===== src/shared/prsp_pkg.sv =====
package prsp_pkg;

  // ------------------------------------------------------------
  // Widths and counts
  // ------------------------------------------------------------
  localparam int         WORD_BITS = 32;
  localparam int         NUM_CH    = 3;
  localparam logic [4:0] BIT_LAST  = 5'h1F;
  localparam logic [4:0] RIGHT_BASE = 5'h10;

  // ------------------------------------------------------------
  // Register offsets
  // ------------------------------------------------------------
  localparam logic [7:0] PIN_SEL_OFF = 8'h26;
  localparam logic [7:0] CH3_OFF     = 8'h2A;
  localparam logic [7:0] CH4_OFF     = 8'h2B;
  localparam logic [7:0] CH5_OFF     = 8'h2C;
  localparam logic [7:0] CH6_OFF     = 8'h2D;
  localparam logic [7:0] STATUS_OFF  = 8'h30;

  // ------------------------------------------------------------
  // Reset values and field layout
  // ------------------------------------------------------------
  localparam logic [7:0] CH3_RST     = 8'h02;
  localparam logic [7:0] CH4_RST     = 8'h03;
  localparam logic [7:0] CH5_RST     = 8'h04;
  localparam logic [7:0] CH6_RST     = 8'h05;
  localparam logic [2:0] PIN_SEL_RST = 3'h0;
  localparam logic [3:0][7:0] CFG_RST = {CH6_RST, CH5_RST, CH4_RST, CH3_RST};
  localparam int         EN_BIT      = 5;
  localparam int         SRC_LSB     = 5;
  localparam int         PIN_SEL_LSB = 2;
  localparam logic [7:0] MASK_ENA    = 8'h3F;
  localparam logic [7:0] MASK_SRC    = 8'h7F;

  // ------------------------------------------------------------
  // Types
  // ------------------------------------------------------------
  typedef enum logic [1:0] {
    SRC_OFF  = 2'b00,
    SRC_DAC  = 2'b01,
    SRC_LOOP = 2'b10,
    SRC_RSVD = 2'b11
  } prsp_src_type;

  typedef enum logic {
    LINK_HUNT = 1'b0,
    LINK_RUN  = 1'b1
  } prsp_link_type;

  typedef struct packed {
    logic [4:0]           code;
    logic [WORD_BITS-1:0] data;
  } prsp_word_type;

  typedef struct packed {
    logic       wr;
    logic       rd;
    logic [7:0] addr;
    logic [7:0] wdata;
  } prsp_req_type;

endpackage


===== src/prsp_sync3.sv =====
`timescale 1ns/1ps
module prsp_sync3 #(
  parameter int W = 4
) (
  // Clock and reset
  input  logic         ref_clk,
  input  logic         rstn,
  // Pins and filtered levels
  input  logic [W-1:0] pin,
  output logic [W-1:0] level
);
  import prsp_pkg::*;

  logic [W-1:0] s1_q, s2_q, s3_q, lvl_q, lvl_d;

  // A change is taken only once the second and third stages agree.
  always_comb begin
    lvl_d = (s2_q & ~(s2_q ^ s3_q)) | (lvl_q & (s2_q ^ s3_q));
  end

  always_ff @(posedge ref_clk or negedge rstn) begin
    if (!rstn) begin
      s1_q  <= '0;
      s2_q  <= '0;
      s3_q  <= '0;
      lvl_q <= '0;
    end else begin
      s1_q  <= pin;
      s2_q  <= s1_q;
      s3_q  <= s2_q;
      lvl_q <= lvl_d;
    end
  end

  assign level = lvl_q;

endmodule


===== src/prsp_slot_deser.sv =====
`timescale 1ns/1ps
module prsp_slot_deser (
  // Clock and reset
  input  logic                    ref_clk,
  input  logic                    rstn,
  // Frame timing
  input  logic                    bit_stb,
  input  logic                    frame_start,
  input  logic                    right_half,
  input  logic                    tdm_fmt,
  input  logic                    din,
  // Captured slot
  output prsp_pkg::prsp_word_type word,
  output logic                    word_vld,
  output prsp_pkg::prsp_link_type link_state
);
  import prsp_pkg::*;

  logic [4:0]           bit_q, bit_d, slot_q, slot_d;
  logic [3:0]           slot_lo;
  logic                 right_q, right_d, tdm_q, tdm_d, vld_q, vld_d;
  logic [WORD_BITS-1:0] sh_q, sh_d;
  prsp_word_type        word_q, word_d;
  prsp_link_type        link_q, link_d;

  assign slot_lo = slot_q[3:0];

  always_comb begin
    bit_d   = bit_q;
    slot_d  = slot_q;
    right_d = right_q;
    tdm_d   = tdm_q;
    sh_d    = sh_q;
    word_d  = word_q;
    vld_d   = 1'b0;
    link_d  = link_q;
    if (bit_stb) begin
      sh_d = {sh_q[WORD_BITS-2:0], din};
      if (frame_start) begin
        bit_d   = 5'h01;
        slot_d  = 5'h00;
        right_d = right_half;
        tdm_d   = tdm_fmt;
        link_d  = LINK_RUN;
      end else begin
        case (link_q)
          LINK_RUN: begin
            if (bit_q == BIT_LAST) begin
              word_d.data = sh_d;
              word_d.code = tdm_q ? slot_q :
                (right_q ? (RIGHT_BASE | {1'b0, slot_lo}) : {1'b0, slot_lo});
              vld_d  = 1'b1;
              bit_d  = 5'h00;
              slot_d = slot_q + 5'h01;
            end else begin
              bit_d = bit_q + 5'h01;
            end
          end
          default: ;
        endcase
      end
    end
  end

  always_ff @(posedge ref_clk or negedge rstn) begin
    if (!rstn) begin
      bit_q   <= 5'h00;
      slot_q  <= 5'h00;
      right_q <= 1'b0;
      tdm_q   <= 1'b0;
      sh_q    <= '0;
      word_q  <= '0;
      vld_q   <= 1'b0;
      link_q  <= LINK_HUNT;
    end else begin
      bit_q   <= bit_d;
      slot_q  <= slot_d;
      right_q <= right_d;
      tdm_q   <= tdm_d;
      sh_q    <= sh_d;
      word_q  <= word_d;
      vld_q   <= vld_d;
      link_q  <= link_d;
    end
  end

  assign word       = word_q;
  assign word_vld   = vld_q;
  assign link_state = link_q;

  // ------------------------------------------------------------
  // Checks
  // ------------------------------------------------------------
  property p_left_slot;
    @(posedge ref_clk) disable iff (!rstn)
    vld_q && (!$past(right_q) || $past(tdm_q))
      |-> word_q.code == ($past(tdm_q) ? $past(slot_q) : {1'b0, $past(slot_lo)});
  endproperty
  a_left_slot: assert property (p_left_slot) else $error("left or TDM slot code wrong");

  property p_right_slot;
    @(posedge ref_clk) disable iff (!rstn)
    vld_q && $past(right_q) && !$past(tdm_q) |-> word_q.code == {1'b1, $past(slot_lo)};
  endproperty
  a_right_slot: assert property (p_right_slot) else $error("right slot code wrong");

endmodule


===== src/prsp_rx_slot_map.sv =====
`timescale 1ns/1ps
// Behaviour
// - Channel 3 data goes to DAC channel 3 only while its enable bit is set.
// - Channel 4 data goes to DAC channel 4 only while its enable bit is set.
// - Channel 5 source code: 0 off, 1 DAC 5, 2 ADC 1 loopback, 3 reserved.
// - Slot codes 0-15 pick TDM slot or left half-frame slot of that number.
// - Slot codes 16-31 pick TDM slot or right half-frame slot code minus 16.
// - Channel 3 register at 0x2A resets to 0x02: disabled, slot 2.
// - Channel 4 register at 0x2B resets to 0x03: disabled, slot 3.
// - Channel 5 register at 0x2C resets to 0x04: disabled, slot 4.
// - Channel 6 register exists at 0x2D and resets to 0x05.
// - Channels 3 to 5 each read data pin A when their pin select bit is 0, else pin B.
module prsp_rx_slot_map (
  // Clock and reset
  input  logic                                   ref_clk,
  input  logic                                   rstn,
  // Register port
  input  prsp_pkg::prsp_req_type                 reg_req,
  output logic [7:0]                             reg_rdata,
  output logic                                   reg_rvalid,
  // Frame format
  input  logic                                   half_frame_fmt,
  // Serial link pins
  input  logic                                   bclk_pin,
  input  logic                                   fsync_pin,
  input  logic                                   serial_data_in_a,
  input  logic                                   serial_data_in_b,
  // DAC channels 3 to 5 and loopback
  output logic [prsp_pkg::NUM_CH-1:0][prsp_pkg::WORD_BITS-1:0] dac_data,
  output logic [prsp_pkg::NUM_CH-1:0]            dac_vld,
  output logic [prsp_pkg::WORD_BITS-1:0]         loop_data,
  output logic                                   loop_vld
);
  import prsp_pkg::*;

  // ------------------------------------------------------------
  // Helpers
  // ------------------------------------------------------------
  function automatic logic slot_hit(input prsp_word_type w, input logic v,
                                    input logic [4:0] s);
    slot_hit = v && (w.code == s);
  endfunction

  // ------------------------------------------------------------
  // Link sampling
  // ------------------------------------------------------------
  logic [3:0]    pins_lvl;
  logic          bclk_prev_q, bclk_prev_d, fs_prev_q, fs_prev_d;
  logic          bit_stb, frame_start;
  prsp_word_type word_a, word_b;
  logic          vld_a, vld_b;
  prsp_link_type link_a;

  prsp_sync3 #(.W(4)) u_sync (
    .ref_clk (ref_clk),
    .rstn    (rstn),
    .pin     ({serial_data_in_b, serial_data_in_a, fsync_pin, bclk_pin}),
    .level   (pins_lvl)
  );

  // Bits are taken on the rising bit-clock edge; the 80 ns link period
  // leaves sixteen reference cycles, ample for the filter latency.
  assign bit_stb = pins_lvl[0] & ~bclk_prev_q;
  // TDM frames start on a sync rise; half-frame formats on either edge.
  assign frame_start = bit_stb & (half_frame_fmt ? (pins_lvl[1] ^ fs_prev_q)
                                                 : (pins_lvl[1] & ~fs_prev_q));

  always_comb begin
    bclk_prev_d = pins_lvl[0];
    fs_prev_d   = bit_stb ? pins_lvl[1] : fs_prev_q;
  end

  always_ff @(posedge ref_clk or negedge rstn) begin
    if (!rstn) begin
      bclk_prev_q <= 1'b0;
      fs_prev_q   <= 1'b0;
    end else begin
      bclk_prev_q <= bclk_prev_d;
      fs_prev_q   <= fs_prev_d;
    end
  end

  prsp_slot_deser u_deser_a (
    .ref_clk     (ref_clk),
    .rstn        (rstn),
    .bit_stb     (bit_stb),
    .frame_start (frame_start),
    .right_half  (pins_lvl[1]),
    .tdm_fmt     (~half_frame_fmt),
    .din         (pins_lvl[2]),
    .word        (word_a),
    .word_vld    (vld_a),
    .link_state  (link_a)
  );

  prsp_slot_deser u_deser_b (
    .ref_clk     (ref_clk),
    .rstn        (rstn),
    .bit_stb     (bit_stb),
    .frame_start (frame_start),
    .right_half  (pins_lvl[1]),
    .tdm_fmt     (~half_frame_fmt),
    .din         (pins_lvl[3]),
    .word        (word_b),
    .word_vld    (vld_b),
    .link_state  ()
  );

  // ------------------------------------------------------------
  // Registers
  // ------------------------------------------------------------
  logic [3:0][7:0] cfg_q, cfg_d;
  logic [2:0]      pin_sel_q, pin_sel_d;
  logic [7:0]      rdata_q, rdata_d;
  logic            rvalid_q, rvalid_d;
  prsp_src_type    src5;

  always_comb begin
    cfg_d     = cfg_q;
    pin_sel_d = pin_sel_q;
    rdata_d   = rdata_q;
    rvalid_d  = reg_req.rd;
    if (reg_req.wr) begin
      case (reg_req.addr)
        CH3_OFF:     cfg_d[0]  = reg_req.wdata & MASK_ENA;
        CH4_OFF:     cfg_d[1]  = reg_req.wdata & MASK_ENA;
        CH5_OFF:     cfg_d[2]  = reg_req.wdata & MASK_SRC;
        CH6_OFF:     cfg_d[3]  = reg_req.wdata & MASK_SRC;
        PIN_SEL_OFF: pin_sel_d = reg_req.wdata[PIN_SEL_LSB +: 3];
        default: ;
      endcase
    end
    if (reg_req.rd) begin
      case (reg_req.addr)
        CH3_OFF:     rdata_d = cfg_q[0];
        CH4_OFF:     rdata_d = cfg_q[1];
        CH5_OFF:     rdata_d = cfg_q[2];
        CH6_OFF:     rdata_d = cfg_q[3];
        PIN_SEL_OFF: rdata_d = {3'h0, pin_sel_q, 2'h0};
        STATUS_OFF:  rdata_d = {link_a == LINK_RUN, 2'h0, word_a.code};
        default:     rdata_d = 8'h00;
      endcase
    end
  end

  always_ff @(posedge ref_clk or negedge rstn) begin
    if (!rstn) begin
      cfg_q     <= CFG_RST;
      pin_sel_q <= PIN_SEL_RST;
      rdata_q   <= 8'h00;
      rvalid_q  <= 1'b0;
    end else begin
      cfg_q     <= cfg_d;
      pin_sel_q <= pin_sel_d;
      rdata_q   <= rdata_d;
      rvalid_q  <= rvalid_d;
    end
  end

  assign reg_rdata  = rdata_q;
  assign reg_rvalid = rvalid_q;
  assign src5       = prsp_src_type'(cfg_q[2][SRC_LSB +: 2]);

  // ------------------------------------------------------------
  // Slot matching
  // ------------------------------------------------------------
  prsp_word_type [NUM_CH-1:0] ch_word;
  logic [NUM_CH-1:0]          ch_vld, ch_hit;

  genvar g;
  for (g = 0; g < NUM_CH; g++) begin : g_ch
    assign ch_word[g] = pin_sel_q[g] ? word_b : word_a;
    assign ch_vld[g]  = pin_sel_q[g] ? vld_b : vld_a;
    assign ch_hit[g]  = slot_hit(ch_word[g], ch_vld[g], cfg_q[g][4:0]);
  end

  logic [NUM_CH-1:0][WORD_BITS-1:0] dac_q, dac_d;
  logic [NUM_CH-1:0]                dvld_q, dvld_d;
  logic [WORD_BITS-1:0]             loop_q, loop_d;
  logic                             lvld_q, lvld_d;

  always_comb begin
    dvld_d[0] = ch_hit[0] & cfg_q[0][EN_BIT];
    dvld_d[1] = ch_hit[1] & cfg_q[1][EN_BIT];
    dvld_d[2] = ch_hit[2] & (src5 == SRC_DAC);
    lvld_d    = ch_hit[2] & (src5 == SRC_LOOP);
    for (int i = 0; i < NUM_CH; i++) begin
      dac_d[i] = dvld_d[i] ? ch_word[i].data : dac_q[i];
    end
    loop_d = lvld_d ? ch_word[2].data : loop_q;
  end

  always_ff @(posedge ref_clk or negedge rstn) begin
    if (!rstn) begin
      dac_q  <= '0;
      dvld_q <= '0;
      loop_q <= '0;
      lvld_q <= 1'b0;
    end else begin
      dac_q  <= dac_d;
      dvld_q <= dvld_d;
      loop_q <= loop_d;
      lvld_q <= lvld_d;
    end
  end

  assign dac_data  = dac_q;
  assign dac_vld   = dvld_q;
  assign loop_data = loop_q;
  assign loop_vld  = lvld_q;

  // ------------------------------------------------------------
  // Checks
  // ------------------------------------------------------------
  property p_ch3_route;
    @(posedge ref_clk) disable iff (!rstn)
    dvld_q[0] |-> $past(cfg_q[0][EN_BIT]) && dac_q[0] == $past(ch_word[0].data);
  endproperty
  a_ch3_route: assert property (p_ch3_route) else $error("channel 3 routed wrongly");

  property p_ch4_route;
    @(posedge ref_clk) disable iff (!rstn)
    $past(ch_hit[1]) && $past(cfg_q[1][EN_BIT]) |-> dvld_q[1];
  endproperty
  a_ch4_route: assert property (p_ch4_route) else $error("channel 4 word lost");

  property p_ch5_src;
    @(posedge ref_clk) disable iff (!rstn)
    (lvld_q |-> $past(src5) == SRC_LOOP) and (dvld_q[2] |-> $past(src5) == SRC_DAC);
  endproperty
  a_ch5_src: assert property (p_ch5_src) else $error("channel 5 source wrong");

  property p_ch3_rst;
    @(posedge ref_clk) disable iff (!rstn)
    !$past(rstn) |-> cfg_q[0] == CH3_RST;
  endproperty
  a_ch3_rst: assert property (p_ch3_rst) else $error("channel 3 reset value wrong");

  property p_ch4_rst;
    @(posedge ref_clk) disable iff (!rstn)
    !$past(rstn) |-> cfg_q[1] == CH4_RST;
  endproperty
  a_ch4_rst: assert property (p_ch4_rst) else $error("channel 4 reset value wrong");

  property p_ch5_rst;
    @(posedge ref_clk) disable iff (!rstn)
    !$past(rstn) |-> cfg_q[2] == CH5_RST && !lvld_q && !dvld_q[2];
  endproperty
  a_ch5_rst: assert property (p_ch5_rst) else $error("channel 5 reset value wrong");

  property p_ch6_rd;
    @(posedge ref_clk) disable iff (!rstn)
    reg_req.rd && !reg_req.wr && reg_req.addr == CH6_OFF && !$past(reg_req.wr)
      |=> reg_rvalid && reg_rdata == $past(cfg_q[3]);
  endproperty
  a_ch6_rd: assert property (p_ch6_rd) else $error("channel 6 register read wrong");

  property p_pin_sel;
    @(posedge ref_clk) disable iff (!rstn)
    dvld_q[0] |-> $past(pin_sel_q[0] ? vld_b : vld_a);
  endproperty
  a_pin_sel: assert property (p_pin_sel) else $error("channel 3 from wrong pin");

  property p_discard;
    @(posedge ref_clk) disable iff (!rstn)
    !cfg_q[1][EN_BIT] ##1 !$past(cfg_q[1][EN_BIT]) |-> !dvld_q[1] && $stable(dac_q[1]);
  endproperty
  a_discard: assert property (p_discard) else $error("disabled channel 4 updated");

  property p_ch6_rst;
    @(posedge ref_clk) disable iff (!rstn)
    !$past(rstn) |-> cfg_q[3] == CH6_RST;
  endproperty
  a_ch6_rst: assert property (p_ch6_rst) else $error("channel 6 reset value wrong");

  property p_loop_off;
    @(posedge ref_clk) disable iff (!rstn)
    $past(src5 != SRC_LOOP) |-> !lvld_q && $stable(loop_data);
  endproperty
  a_loop_off: assert property (p_loop_off) else $error("loopback updated while off");

  c_ch3_word: cover property (@(posedge ref_clk) disable iff (!rstn) dvld_q[0]);
  c_loop: cover property (@(posedge ref_clk) disable iff (!rstn) lvld_q);
  c_ch5_dac: cover property (@(posedge ref_clk) disable iff (!rstn) dvld_q[2]);
  c_half_fmt: cover property (@(posedge ref_clk) disable iff (!rstn)
    half_frame_fmt && dvld_q[1]);

endmodule


===== config.mk =====
export PLATFORM = sky130hd
export DESIGN_NAME = prsp_rx_slot_map
export DESIGN_NICKNAME = d
export VERILOG_FILES = /design/src/shared/prsp_pkg.sv /design/src/prsp_sync3.sv /design/src/prsp_slot_deser.sv /design/src/prsp_rx_slot_map.sv
export SDC_FILE = /design/constraint.sdc
export NUM_CORES = 1
export LEC_CHECK = 0
export BUFFER_PORTS_ARGS = -buffer_cell sky130_fd_sc_hd__buf_4
export CAP_MARGIN = 20
export CORE_UTILIZATION = 35
export DETAILED_ROUTE_END_ITERATION = 7
export PLACE_DENSITY_LB_ADDON = 0.05
export SKIP_CTS_REPAIR_TIMING = 1
export SLEW_MARGIN = 30
export SYNTH_ARGS = -nofsm -noshare
export SYNTH_HDL_FRONTEND = slang
export SYNTH_SLANG_ARGS = --single-unit
export TNS_END_PERCENT = 1

===== constraint.sdc =====
create_clock -name ref_clk -period 4.6 [get_ports ref_clk]
set_input_delay 0.92 -clock ref_clk [delete_from_list [all_inputs] [get_ports ref_clk]]
set_output_delay 0.92 -clock ref_clk [all_outputs]
set_load 0.1 [all_outputs]

==> out/qor.txt <==
Post-Layout Cell Count -> 2052
chip height -> 210 um
Peak VDD IR -> 0.250 mV
Post-Synth Adder-Cell Area -> 0.842%
Final setup viols -> 0
capture point of the worst reg-to-reg path -> loop_data[4]$_DFFE_PN0P_
Arr. time, crit path -> 3750 ps
Final Slew Violations -> 0
Initial DRC Count -> 534
share of the yosys chip area belonging to registers -> 57.7%
Fin. Hold Viols -> 0
Die ar. -> 0.0441 mm2
HPWL after detailed placement -> 23700 um
RePlAce Congestion -> 0.730
most instantiated library cell after synthesis -> nand2_1
Synth area leader -> dfrtp_1
Tot Pwr -> 0.00719 W
Slew HR -> 38.2%
Clk pin slew, worst setup/hold paths -> 60 ps
initial core utilization -> 35.8%
FP Rows -> 75
post-synthesis instance total -> 1285
GRT Util Overall -> 17.8%
prevailing post-synth register cell -> dfrtp_1
first-pass GRT wire length -> 61000 um
initial antenna violation count -> 0
distinct cell type count after synthesis -> 53
clock sinks -> 349
unrepaired setup endpoints after global routing -> false
Cell Area, Placed -> 0.0170 mm2
CP required -> 5030 ps
drt drc -> 0
chip width -> 210 um
layout filler cell count -> 4078
Inst Count DP -> 1979
fin area -> 0.0184 mm2
top cells by area, synth -> dfrtp_1, mux2_2, nand2_1
fraction of synthesized cell area in xor and xnor cells -> 1.10%
Synth Register Bits -> 349
Port Buffer Count -> 164
setup tns final -> 0 ps
largest family of logic cells by synthesized area -> multiplexers
clock tree buffer depth -> 3
insertion delay to the later sink of the worst-skew pair -> 560 ps
minimum clock period -> 3310 ps
Lkg Pwr -> 9.65 nW
CTS root buffer -> clkbuf_16
Via-to-Cell Ratio -> 4.79
area fraction in and, or, nand and nor cells after synthesis -> 13.1%
Post-synth EDFFs -> 0
most common library cells after synthesis -> nand2_1, dfrtp_1, mux2_2
# diodes -> 0
Final period util -> 72.1%
wire per inst -> 18.6 um
layout cells sized above 1 -> 34.0%
status -> complete, no violations
CTS tree -> done
Core ar. -> 0.0423 mm2
Layout Nets -> 1480
FF-to-FF setup slack -> 1290 ps
routed via count -> 9829
mux share of post-synthesis cell area -> 21.4%
Synth warnings -> 0
reg-to-reg startpoint -> pin_sel_q[2]$_DFFE_PN0P_
largest net degree at the start of global routing -> 109
Synth Area in Compound Gates -> 3.04%
total global routing overflow -> 0
Max Cap Viol -> 0
worst-path fanout max -> 23
Worst Skew -> 12.9 ps
post-synthesis async set-or-reset flop share -> 100%
htree depth -> 2
share of the synthesized area in the top cell type -> 56.7%
Layout area overhead -> 21.3%
final core utilization -> 43.4%
Routed WL -> 38100 um
vias in the first global route -> 10321
Max Fclk -> 302 MHz
total CTS buffers -> 42
nature of the critical path startpoint -> register
Worst R2R Path Depth -> 6
Slew @ Worst Pin -> 925 ps
Synth Net Count -> 1317
DRT antenna net count -> 0
critical path capture point type -> register
pwr dens -> 391 mW/mm2
IO Pins -> 166
First-pass DRT Iterations -> 5
Min-Delay Path Class -> in2async
CP Class -> reg2reg
Syn Std Cell Area -> 0.0151 mm2
mean area per synthesized cell -> 11.8 um2
## metrics by stage
step                hold slack, ps  setup WS, ps
floorplan                      331          2140
global placement               333          1280
detailed placement             335          1250
CTS                            349          1220
global route                   308          1090
finish                         270          1290
## power breakdown
part           switching, W  leakage [nW]  internal, W
sequential         0.000155          4.74      0.00325
clock               0.00131         0.658      0.00198
combinational      0.000313          4.25     0.000190
## flip-flops by register name, indices dropped and copies added (netlist names), 5 cells and up, named ones only
register          cells
cfg_q                26
dac_data             96
loop_data            32
reg_rdata             8
u_deser_a.bit_q       5
u_deser_a.sh_q       31
u_deser_a.slot_q      5
u_deser_a.word       37
u_deser_b.bit_q       5
u_deser_b.sh_q       31
u_deser_b.slot_q      5
u_deser_b.word       37
## worst max path at each step
stage / depth (start not counted) / endpoint / slack [ps] / start
final: 6 / loop_data[4]$_DFFE_PN0P_ / 1290 / pin_sel_q[2]$_DFFE_PN0P_
after global routing: 6 / loop_data[1]$_DFFE_PN0P_ / 1090 / pin_sel_q[2]$_DFFE_PN0P_
after CTS: 6 / loop_data[4]$_DFFE_PN0P_ / 1220 / pin_sel_q[2]$_DFFE_PN0P_
after detailed placement: 6 / loop_data[4]$_DFFE_PN0P_ / 1250 / pin_sel_q[2]$_DFFE_PN0P_
after global placement: 6 / loop_data[1]$_DFFE_PN0P_ / 1280 / pin_sel_q[2]$_DFFE_PN0P_
after floorplan: 5 / cfg_q[10]$_DFFE_PN0P_ / 2140 / reg_req[10]
## cell type report
cell class	instances	area, um2	area share (%)
Sequential cell	349	8740	47.6
Inverter	12	45.0	0.245
Tap cell	577	722	3.93
Clock inverter	8	98.8	0.538
Timing Repair Buffer	184	1460	7.94
Multi-Input combinational cell	859	6050	32.9
Clock buffer	63	1250	6.81
## critical path: stages, from the launching register on
cell     delay, ps
dfrtp_2        850
mux2i_1        300
xnor2_1        150
nor4_2         420
and4b_2        750
buf_4          350
mux2_1         350
## cells in the final DEF (no fill, tap or decap), drive strengths merged, types with 11 or more instances in the layout
| master | n |
|---|---|
| o21ai | 24 |
| inv | 11 |
| mux2i | 20 |
| xnor2 | 12 |
| mux2 | 257 |
| dfrtp | 343 |
| clkbuf | 63 |
| nor2 | 12 |
| buf | 184 |
| a21oi | 16 |
| nand2 | 417 |
## layer usage
metal / share of wire [%] / global-route usage [%] / vias up
met4: 2.1 / 5.59 / 0
met1: 49 / 25.0 / 4964
met5: 0 / 0 / -
li1: - / - / 4643
met3: 4.9 / 3.90 / 51
met2: 44 / 27.5 / 171
## cell families after synthesis
group,after synthesis
fa+ha+maj,11
simple gates,479
xor+xnor,19
buf+inv,77
flops,349
compound gates,73
mux,277
No activity file was read; power rests on OpenSTA's default activity.
